### src/flash_id_consts.svh
// Opcodes, latencies and timing counts for the flash command decoder
`ifndef FLASH_ID_CONSTS_SVH
`define FLASH_ID_CONSTS_SVH

`define OPC_RESUME 8'h7a
`define OPC_SUSPEND 8'h75
`define OPC_DPD 8'hb9
`define OPC_WAKE_ID 8'hab
`define OPC_MD_ID 8'h90
`define OPC_MD_ID_DUAL 8'h92
`define OPC_MD_ID_QUAD 8'h94
`define OPC_JEDEC_ID 8'h9f

// Serial clocks between opcode and first data bit
`define LAT_SINGLE 6'h18
`define LAT_DUAL 6'h10
`define LAT_QUAD 6'h0c
`define LAT_NONE 6'h00

// Serial clock index that carries address bit 0
`define A0_SINGLE 6'h17
`define A0_DUAL 6'h0b
`define A0_QUAD 6'h05

// Pin reset levels: sck low, chip select high, data low
`define PIN_RST 6'h10

`define CLK_MHZ 250
`define T_DP_NS 3000
`define T_WAKE_NS 3000
`define T_RESUME_BUSY_NS 200
`define DP_CYC ((`T_DP_NS * `CLK_MHZ + 999) / 1000)
`define WAKE_CYC ((`T_WAKE_NS * `CLK_MHZ + 999) / 1000)
`define RESUME_BUSY_CYC (`T_RESUME_BUSY_NS * `CLK_MHZ / 1000)

`endif

### src/flash_id_pkg.sv
// Types shared by the flash command decoder
package flash_id_pkg;
  typedef enum logic [2:0] {PH_IDLE, PH_OPC, PH_ADDR, PH_DATA, PH_DONE} phase_t;
  typedef enum logic [1:0] {ID_MD, ID_DEV, ID_JEDEC} id_kind_t;
  typedef logic [2:0] lane_w_t;
endpackage

### src/flash_id_cmds.sv
// Command decoder for resume, deep power-down, wake and identification reads
`include "flash_id_consts.svh"
module flash_id_cmds #(
  parameter logic [7:0] MFR_CODE = 8'h5a, // Arbitrary value
  parameter logic [7:0] DEV_CODE = 8'h3c, // Arbitrary value
  parameter logic [7:0] MEM_TYPE = 8'h42, // Arbitrary value
  parameter logic [7:0] CAP_CODE = 8'h2b // Arbitrary value
) (
  input wire logic ref_clk_i, // Core clock, 250 MHz
  input wire logic rst_n_i, // Power-on reset, active low
  input wire logic clk_en_i, // Freezes all state when low
  input wire logic spi_sck_i, // Serial clock pin
  input wire logic spi_cs_n_i, // Chip select pin, active low
  input wire logic [3:0] spi_io_i, // Data pins in
  input wire logic four_wire_mode_i, // Four-wire command mode
  input wire logic engine_busy_i, // Erase/program engine running
  output logic [3:0] spi_io_o, // Data pins out
  output logic [3:0] spi_io_oe_o, // Data pin drive enables
  output logic suspend_flag_o, // Suspend flag
  output logic busy_o, // Busy bit
  output logic deep_pdn_o, // In deep power-down
  output logic ready_o, // Accepting commands
  output logic suspend_req_o, // Pulse: engine must suspend
  output logic resume_req_o // Pulse: engine must resume
);
  import flash_id_pkg::*;

  logic [5:0] pin_lvl;
  logic sck_q_ff, cs_q_ff;
  phase_t phase_ff;
  id_kind_t kind_ff;
  lane_w_t lane_ff;
  logic [7:0] opc_ff, out_sr_ff;
  logic [3:0] bit_cnt_ff, out_left_ff, io_ff, oe_ff;
  logic [5:0] lat_cnt_ff, lat_len_ff, a0_idx_ff;
  logic [1:0] byte_idx_ff;
  logic addr0_ff;
  logic suspend_ff, busy_ff, resume_pend_ff, susp_req_ff, res_req_ff, ready_ff;
  logic pend_dpd_ff, pend_wake_ff, dp_wait_ff, dpd_ff, waking_ff;
  logic [11:0] dly_cnt_ff;

  spi_sync3 #(.W(6), .RST_VAL(`PIN_RST)) u_sync (
    .ref_clk_i(ref_clk_i),
    .rst_n_i(rst_n_i),
    .clk_en_i(clk_en_i),
    .async_i({spi_sck_i, spi_cs_n_i, spi_io_i}),
    .level_o(pin_lvl)
  );

  wire pin_sck = pin_lvl[5];
  wire pin_cs_n = pin_lvl[4];
  wire [3:0] pin_io = pin_lvl[3:0];
  wire cs_fall = clk_en_i & ~pin_cs_n & cs_q_ff;
  wire cs_rise = clk_en_i & pin_cs_n & ~cs_q_ff;
  wire sck_rise = clk_en_i & ~pin_cs_n & pin_sck & ~sck_q_ff;
  wire sck_fall = clk_en_i & ~pin_cs_n & ~pin_sck & sck_q_ff;

  // Opcode assembly; four-wire mode takes a nibble per edge
  wire [7:0] opc_nxt = four_wire_mode_i ? {opc_ff[3:0], pin_io} : {opc_ff[6:0], pin_io[0]};
  wire [3:0] bits_nxt = bit_cnt_ff + (four_wire_mode_i ? 4'h4 : 4'h1);
  wire opc_done = sck_rise & (phase_ff == PH_OPC) & (bits_nxt == 4'h8);
  wire is_wake = opc_nxt == `OPC_WAKE_ID;
  wire gate_ok = ~waking_ff & (~dpd_ff | is_wake);
  wire cmd_ok = opc_done & gate_ok;
  wire is_resume = cmd_ok & (opc_nxt == `OPC_RESUME);
  wire resume_ok = is_resume & suspend_ff & ~busy_ff;
  wire suspend_ok = cmd_ok & (opc_nxt == `OPC_SUSPEND) & ~suspend_ff & busy_ff;
  wire dpd_cmd = cmd_ok & (opc_nxt == `OPC_DPD);
  wire wake_cmd = cmd_ok & is_wake & ~busy_ff;
  wire spi1 = ~four_wire_mode_i;
  wire sel_md1 = cmd_ok & spi1 & (opc_nxt == `OPC_MD_ID);
  wire sel_md2 = cmd_ok & spi1 & (opc_nxt == `OPC_MD_ID_DUAL);
  wire sel_md4 = cmd_ok & spi1 & (opc_nxt == `OPC_MD_ID_QUAD);
  wire sel_dev = wake_cmd & spi1;
  wire sel_jed = cmd_ok & (opc_nxt == `OPC_JEDEC_ID);
  wire id_any = sel_md1 | sel_md2 | sel_md4 | sel_dev | sel_jed;

  wire [5:0] nxt_lat = sel_md2 ? `LAT_DUAL : sel_md4 ? `LAT_QUAD :
                       sel_jed ? `LAT_NONE : `LAT_SINGLE;
  wire [5:0] nxt_a0 = sel_md2 ? `A0_DUAL : sel_md4 ? `A0_QUAD : `A0_SINGLE;
  wire lane_t4 = sel_md4 | (sel_jed & four_wire_mode_i);
  wire [2:0] nxt_lane = sel_md2 ? 3'h2 : lane_t4 ? 3'h4 : 3'h1;
  wire [5:0] lat_nxt = lat_cnt_ff + 6'h01;
  wire [1:0] kind_sel = sel_jed ? 2'h2 : sel_dev ? 2'h1 : 2'h0;

  // Byte sequence for the current identification read
  wire [7:0] md_byte = (byte_idx_ff[0] ^ addr0_ff) ? DEV_CODE : MFR_CODE;
  wire [7:0] jed_byte = (byte_idx_ff == 2'h0) ? MFR_CODE :
                        (byte_idx_ff == 2'h1) ? MEM_TYPE : CAP_CODE;
  wire [7:0] next_byte = (kind_ff == ID_JEDEC) ? jed_byte :
                         (kind_ff == ID_DEV) ? DEV_CODE : md_byte;
  wire load = out_left_ff == 4'h0;
  wire [7:0] cur_byte = load ? next_byte : out_sr_ff;
  wire jed_wrap = (kind_ff == ID_JEDEC) & (byte_idx_ff == 2'h2);
  wire [1:0] nxt_idx = !load ? byte_idx_ff : jed_wrap ? 2'h0 : byte_idx_ff + 2'h1;
  wire [3:0] nxt_io = (lane_ff == 3'h4) ? cur_byte[7:4] :
                      (lane_ff == 3'h2) ? {2'b00, cur_byte[7:6]} : {2'b00, cur_byte[7], 1'b0};
  wire [3:0] nxt_oe = (lane_ff == 3'h4) ? 4'hf : (lane_ff == 3'h2) ? 4'h3 : 4'h2;
  wire [3:0] nxt_left = (load ? 4'h8 : out_left_ff) - {1'b0, lane_ff};
  wire [7:0] nxt_sr = cur_byte << lane_ff;

  always_ff @(posedge ref_clk_i or negedge rst_n_i) begin
    if (!rst_n_i) begin
      sck_q_ff <= 1'b0;
      cs_q_ff <= 1'b1;
    end else if (clk_en_i) begin
      sck_q_ff <= pin_sck;
      cs_q_ff <= pin_cs_n;
    end
  end

  // Command sequencing; a chip select edge always wins over clock edges
  always_ff @(posedge ref_clk_i or negedge rst_n_i) begin
    if (!rst_n_i) begin
      phase_ff <= PH_IDLE;
      kind_ff <= ID_MD;
      lane_ff <= 3'h1;
      opc_ff <= 8'h00;
      bit_cnt_ff <= 4'h0;
      lat_cnt_ff <= 6'h00;
      lat_len_ff <= 6'h00;
      a0_idx_ff <= 6'h00;
      addr0_ff <= 1'b0;
      out_sr_ff <= 8'h00;
      out_left_ff <= 4'h0;
      byte_idx_ff <= 2'h0;
      io_ff <= 4'h0;
      oe_ff <= 4'h0;
    end else if (cs_rise) begin
      phase_ff <= PH_IDLE;
      oe_ff <= 4'h0;
    end else if (cs_fall) begin
      phase_ff <= PH_OPC;
      bit_cnt_ff <= 4'h0;
      out_left_ff <= 4'h0;
      byte_idx_ff <= 2'h0;
      addr0_ff <= 1'b0;
    end else begin
      unique case (phase_ff)
        PH_OPC: if (sck_rise) begin
          opc_ff <= opc_nxt;
          bit_cnt_ff <= bits_nxt;
          if (opc_done) begin
            phase_ff <= !id_any ? PH_DONE : (nxt_lat == `LAT_NONE) ? PH_DATA : PH_ADDR;
            lat_cnt_ff <= 6'h00;
            lat_len_ff <= nxt_lat;
            a0_idx_ff <= nxt_a0;
            lane_ff <= nxt_lane;
            kind_ff <= id_kind_t'(kind_sel);
          end
        end
        PH_ADDR: if (sck_rise) begin
          lat_cnt_ff <= lat_nxt;
          if (lat_cnt_ff == a0_idx_ff) begin
            addr0_ff <= pin_io[0];
          end
          if (lat_nxt == lat_len_ff) begin
            phase_ff <= PH_DATA;
          end
        end
        PH_DATA: if (sck_fall) begin
          io_ff <= nxt_io;
          oe_ff <= nxt_oe;
          out_sr_ff <= nxt_sr;
          out_left_ff <= nxt_left;
          byte_idx_ff <= nxt_idx;
        end
        PH_IDLE, PH_DONE: begin
        end
      endcase
    end
  end

  // Power-down entry armed only at the exact opcode boundary; a wake stays armed through later clocks until chip select falls
  always_ff @(posedge ref_clk_i or negedge rst_n_i) begin
    if (!rst_n_i) begin
      pend_dpd_ff <= 1'b0;
      pend_wake_ff <= 1'b0;
    end else if (cs_fall) begin
      pend_dpd_ff <= 1'b0;
      pend_wake_ff <= 1'b0;
    end else if (sck_rise && opc_done) begin
      pend_dpd_ff <= dpd_cmd;
      pend_wake_ff <= wake_cmd;
    end else if (sck_rise) begin
      pend_dpd_ff <= 1'b0;
    end
  end

  // Power state; reset is power-up, so standby is always the start
  always_ff @(posedge ref_clk_i or negedge rst_n_i) begin
    if (!rst_n_i) begin
      dp_wait_ff <= 1'b0;
      dpd_ff <= 1'b0;
      waking_ff <= 1'b0;
      dly_cnt_ff <= 12'h000;
    end else if (cs_rise && pend_wake_ff && (dpd_ff || dp_wait_ff)) begin
      waking_ff <= 1'b1;
      dp_wait_ff <= 1'b0;
      dly_cnt_ff <= 12'(`WAKE_CYC - 1);
    end else if (cs_rise && pend_dpd_ff && !dpd_ff) begin
      dp_wait_ff <= 1'b1;
      dly_cnt_ff <= 12'(`DP_CYC - 1);
    end else if (clk_en_i && (dp_wait_ff || waking_ff)) begin
      if (dly_cnt_ff == 12'h000) begin
        dpd_ff <= dp_wait_ff;
        dp_wait_ff <= 1'b0;
        waking_ff <= 1'b0;
      end else begin
        dly_cnt_ff <= dly_cnt_ff - 12'h001;
      end
    end
  end

  // Suspend state is not kept across power loss, so a stale resume is refused
  always_ff @(posedge ref_clk_i or negedge rst_n_i) begin
    if (!rst_n_i) begin
      suspend_ff <= 1'b0;
      resume_pend_ff <= 1'b0;
      busy_ff <= 1'b0;
      susp_req_ff <= 1'b0;
      res_req_ff <= 1'b0;
      ready_ff <= 1'b0;
    end else if (clk_en_i) begin
      suspend_ff <= suspend_ok | (suspend_ff & ~resume_ok);
      resume_pend_ff <= resume_ok | (resume_pend_ff & ~engine_busy_i);
      busy_ff <= engine_busy_i | resume_ok | resume_pend_ff;
      susp_req_ff <= suspend_ok;
      res_req_ff <= resume_ok;
      ready_ff <= ~busy_ff & ~dpd_ff & ~waking_ff & ~dp_wait_ff;
    end
  end

  assign spi_io_o = io_ff;
  assign spi_io_oe_o = oe_ff;
  assign suspend_flag_o = suspend_ff;
  assign busy_o = busy_ff;
  assign deep_pdn_o = dpd_ff;
  assign ready_o = ready_ff;
  assign suspend_req_o = susp_req_ff;
  assign resume_req_o = res_req_ff;

  // Checks
  localparam int RB_LIM = `RESUME_BUSY_CYC;
  logic [11:0] dp_age_ff;
  always_ff @(posedge ref_clk_i or negedge rst_n_i) begin
    if (!rst_n_i) begin
      dp_age_ff <= 12'h000;
    end else if (clk_en_i) begin
      // A repeated entry command restarts the delay, so the age restarts too
      dp_age_ff <= (dp_wait_ff && !(cs_rise && pend_dpd_ff)) ? dp_age_ff + 12'h001 : 12'h000;
    end
  end
endmodule

### src/spi_sync3.sv
// Three-stage pin synchroniser with agreement filter
module spi_sync3 #(
  parameter int W = 1,
  parameter logic [W-1:0] RST_VAL = '0
) (
  input wire logic ref_clk_i, // Core clock
  input wire logic rst_n_i, // Async reset, active low
  input wire logic clk_en_i, // Freezes state when low
  input wire logic [W-1:0] async_i, // Pins from outside the domain
  output logic [W-1:0] level_o // Filtered levels
);
  logic [W-1:0] s1_ff, s2_ff, s3_ff;
  wire [W-1:0] agree = s2_ff ~^ s3_ff;

  always_ff @(posedge ref_clk_i or negedge rst_n_i) begin
    if (!rst_n_i) begin
      s1_ff <= RST_VAL;
      s2_ff <= RST_VAL;
      s3_ff <= RST_VAL;
      level_o <= RST_VAL;
    end else if (clk_en_i) begin
      s1_ff <= async_i;
      s2_ff <= s1_ff;
      s3_ff <= s2_ff;
      level_o <= (agree & s3_ff) | (~agree & level_o);
    end
  end
endmodule

### config.mk
export PLATFORM = sky130hd
export DESIGN_NAME = flash_id_cmds
export DESIGN_NICKNAME = d
export VERILOG_FILES = /design/src/flash_id_pkg.sv /design/src/flash_id_cmds.sv /design/src/spi_sync3.sv
export VERILOG_INCLUDE_DIRS = /design/src
export SDC_FILE = /design/constraint.sdc
export NUM_CORES = 1
export LEC_CHECK = 0
export ABC_AREA = 1
export BUFFER_PORTS_ARGS = -buffer_cell sky130_fd_sc_hd__clkbuf_2
export CORE_MARGIN = 3
export CORE_UTILIZATION = 30
export CTS_CLUSTER_DIAMETER = 150
export DETAILED_ROUTE_END_ITERATION = 6
export GPL_TIMING_DRIVEN = 1
export PLACE_DENSITY = 0.52
export SKIP_CTS_REPAIR_TIMING = 1
export SYNTH_ARGS = -nofsm -noshare
export SYNTH_HDL_FRONTEND = slang
export SYNTH_SLANG_ARGS = --single-unit
### constraint.sdc
create_clock -name ref_clk_i -period 5.4 [get_ports ref_clk_i]
set_clock_uncertainty 0.2 [all_clocks]
set_input_delay 1.08 -clock ref_clk_i [delete_from_list [all_inputs] [get_ports ref_clk_i]]
set_output_delay 1.08 -clock ref_clk_i [all_outputs]
set_load 0.005 [all_outputs]
==> results.cfg <==
[cts]
cts_buffer_depth = 2
insertion_delay_ps = 360
htreeDepth = 3
cts_sinks = 103
cts_tree = yes
clkTransAtPathRegs_ps = 70
cts_buffers = 9
ctsRootBufferMaster = clkbuf_16

[logic_synthesis]
syn_area_mm2 = 0.005503
synth_cell_type_count = 47
synth_seq_cells = 103
synthFlopType = dfrtp_1
async_flop_share_pct = 100.0
synth_cells = 697
ys_warn_count = 0
synth.net_count = 717
synth_edf_count = 0
syn_avg_cell_area_um2 = 7.895
yosysSeqAreaShare_pct = 46.98

[detailed_routing]
routed.top_layer = met4
wl_met3_um = 406
vias = 4389
route.detailed.drc = 0
ant_nets = 0
detail_route.wl_per_cell_um = 12.59
via_per_inst = 4.635
dr_wl_met2_mm = 5.187
wl_mm = 11.92
wl_met1_mm = 6.240
drt_iter0_drc = 228
drtPass1Iterations = 4

[placement]
hpwl_mm = 8.616
gp_congestion = 0.8033
placedCellCount = 931
port_buffers = 24

[final_layout]
layout_common_cells = 189 x nand2_1, 97 x dfrtp_1, 77 x inv_1, 61 x nor2_1, 59 x o21ai_0
layout_commonest_cell = nand2_1
fillers = 1837
post-route-util_pct = 34.95
drive_above_1_share_pct = 13.85
multi_input_area_mm2 = 0.002492
seq_area_mm2 = 0.002585
antennaDiodeCount = 0
stdcell_count = 947
nets = 737
syn_to_final_growth_pct = 11.78

[worst_setup_path]
cpLargestDelayFamily = buffers and inverters
critPathArrivalTime_ps = 3610
path_common_cell = inv_2
crit_buf_inv = 5
worstSetupEndpointType = register
cp-start-kind = primary input
worstPathCellList = clkbuf_2 > inv_2 > nor2_2 > inv_2 > nor2_4 > nor2_1 > inv_2 > nor2_2 > inv_2 > nor2_1 > o211ai_1 > nand3_1
cp_slowest_stage_delay_ps = 510
critPathRequiredTime_ps = 5480
cp_slowest_cell = inv_2
path_class = in -> reg
startpoint = clk_en_i
cp_max_fo = 33

[global_route]
grt_usage_pct = 12.57
grt_pass1_vias = 4183
grt_overflow = 0
grt_pass1_wl_mm = 20.73
antenna_found_initial = 0
grt_max_degree = 76

[floorplanning]
core-area_mm2 = 0.01760
start_util_pct = 31.27
row_count = 48
die_w_um = 141.4
io_pins = 25
die-area_mm2 = 0.02000
die_h_um = 141.4

[sta]
setup_tns_ps = 0
final.min_clock_period_ps = 3520
slew_headroom_pct = 37.86
setup_viol = 0
worst_pin_slew_ps = 932.2
fmax_ghz = 0.2841
rsz0062_at_grt = no
hold_slack_ps = 271.3
slew_violations = 0
hold_viol = 0
timing.final.crit_share_pct = 65.19

[power]
p_int_mw = 1.437
power_switching_uw = 679.8
p_sw_share_pct = 32.11
combPwrFrac_pct = 20.6
p_leak_nw = 3.062
peakVddDrop_v = 0.0001843
clkPwrFrac_pct = 34.2
seq_power_share_pct = 45.2
power_density_mw_per_mm2 = 344.2

[outcome]
outcome = finished clean

[hold_path]
hold_class = reg -> reg
min_from = u_sync.s3_ff[4]

[job]
drv_cap = 0
==> cells in the mapped netlist, types with 9 or more instances <==
| cell type | instances | area, um2 |
|---|---|---|
| nand2_1 | 189 | 709.4 |
| dfrtp_1 | 97 | 2427 |
| inv_1 | 77 | 289.0 |
| nor2_1 | 61 | 229.0 |
| o21ai_0 | 59 | 295.3 |
| nand3_1 | 50 | 250.2 |
| a21oi_1 | 19 | 95.09 |
| nand2_2 | 15 | 93.84 |
| nor3_1 | 10 | 50.05 |
| clkbuf_1 | 9 | 33.78 |
| nand4_1 | 9 | 56.30 |
==> through the flow <==
stage	power [mW]	area [um2]	setup WS (ps)
after floorplan	1.291	5503	2298
after global placement	1.409	5822	1544
after detailed placement	1.411	5822	1508
after CTS	2.148	6151	1873
after global routing	2.265	6151	1586
final	2.117	6151	1880
==> state kept, by name, indices dropped and copies added, names as in the netlist, 2 cells and up, named ones only <==
register      flops
u_sync.s2_ff      6
lat_len_ff        3
lane_ff           3
byte_idx_ff       2
phase_ff          3
u_sync.s1_ff      6
kind_ff           2
opc_ff            7
out_sr_ff         8
out_left_ff       4
bit_cnt_ff        4
a0_idx_ff         4
lat_cnt_ff        6
u_sync.s3_ff      6
spi_io_o          4
spi_io_oe_o       3
dly_cnt_ff       12
==> cell families after synthesis <==
logic type | share of synthesized area (%)
XOR/XNOR | 1.273
AO/OA/AOI/OAI | 10.78
AND/OR/NAND/NOR | 31.06
buffers and inverters | 7.731
flip-flops | 46.98
adder cells (fa/ha/maj) | 2.183
==> worst min-delay path, delay by kind of cell (launching register included) <==
kind,cells,cell delay (ps)
simple gates,2,100
flops,1,370
==> per-layer routing <==
metal  global-route usage (%)  up-vias
met5                        0        -
met4                    3.535        0
met3                    2.797        6
met2                    18.74       51
met1                    18.35     2031
li1                         -     2301
==> final cells by class <==
cell class                      instances  area share, %
Tap cell                              225          4.577
Sequential cell                       103          42.03
Inverter                               86          5.289
Clock inverter                          6          1.627
Multi-Input combinational cell        491          40.52
Clock buffer                           10          3.723
Timing Repair Buffer                   26          2.238
==> power groups by stage <==
stage	logic (mW)	registers, mW	clock network, mW
2_1_floorplan	0.340	0.952	0
3_3_place_gp	0.437	0.972	0
3_5_place_dp	0.439	0.972	0
4_1_cts	0.440	0.958	0.750
5_1_grt	0.512	0.974	0.780
6_report	0.435	0.957	0.724
==> final timing paths <==
path                                    to  slack [ps]  depth (start not counted)
setup / recovery              out_sr_ff[6]        1880                         12
hold / removal             u_sync.s3_ff[4]         270                          2
setup reg to reg              out_sr_ff[6]        2890                         10
hold reg to reg            u_sync.s3_ff[4]         270                          2
max in group asynchronous       lane_ff[0]        3340                          2
min in group asynchronous    dly_cnt_ff[7]         670                          1
(Power assumes the default switching activity.)
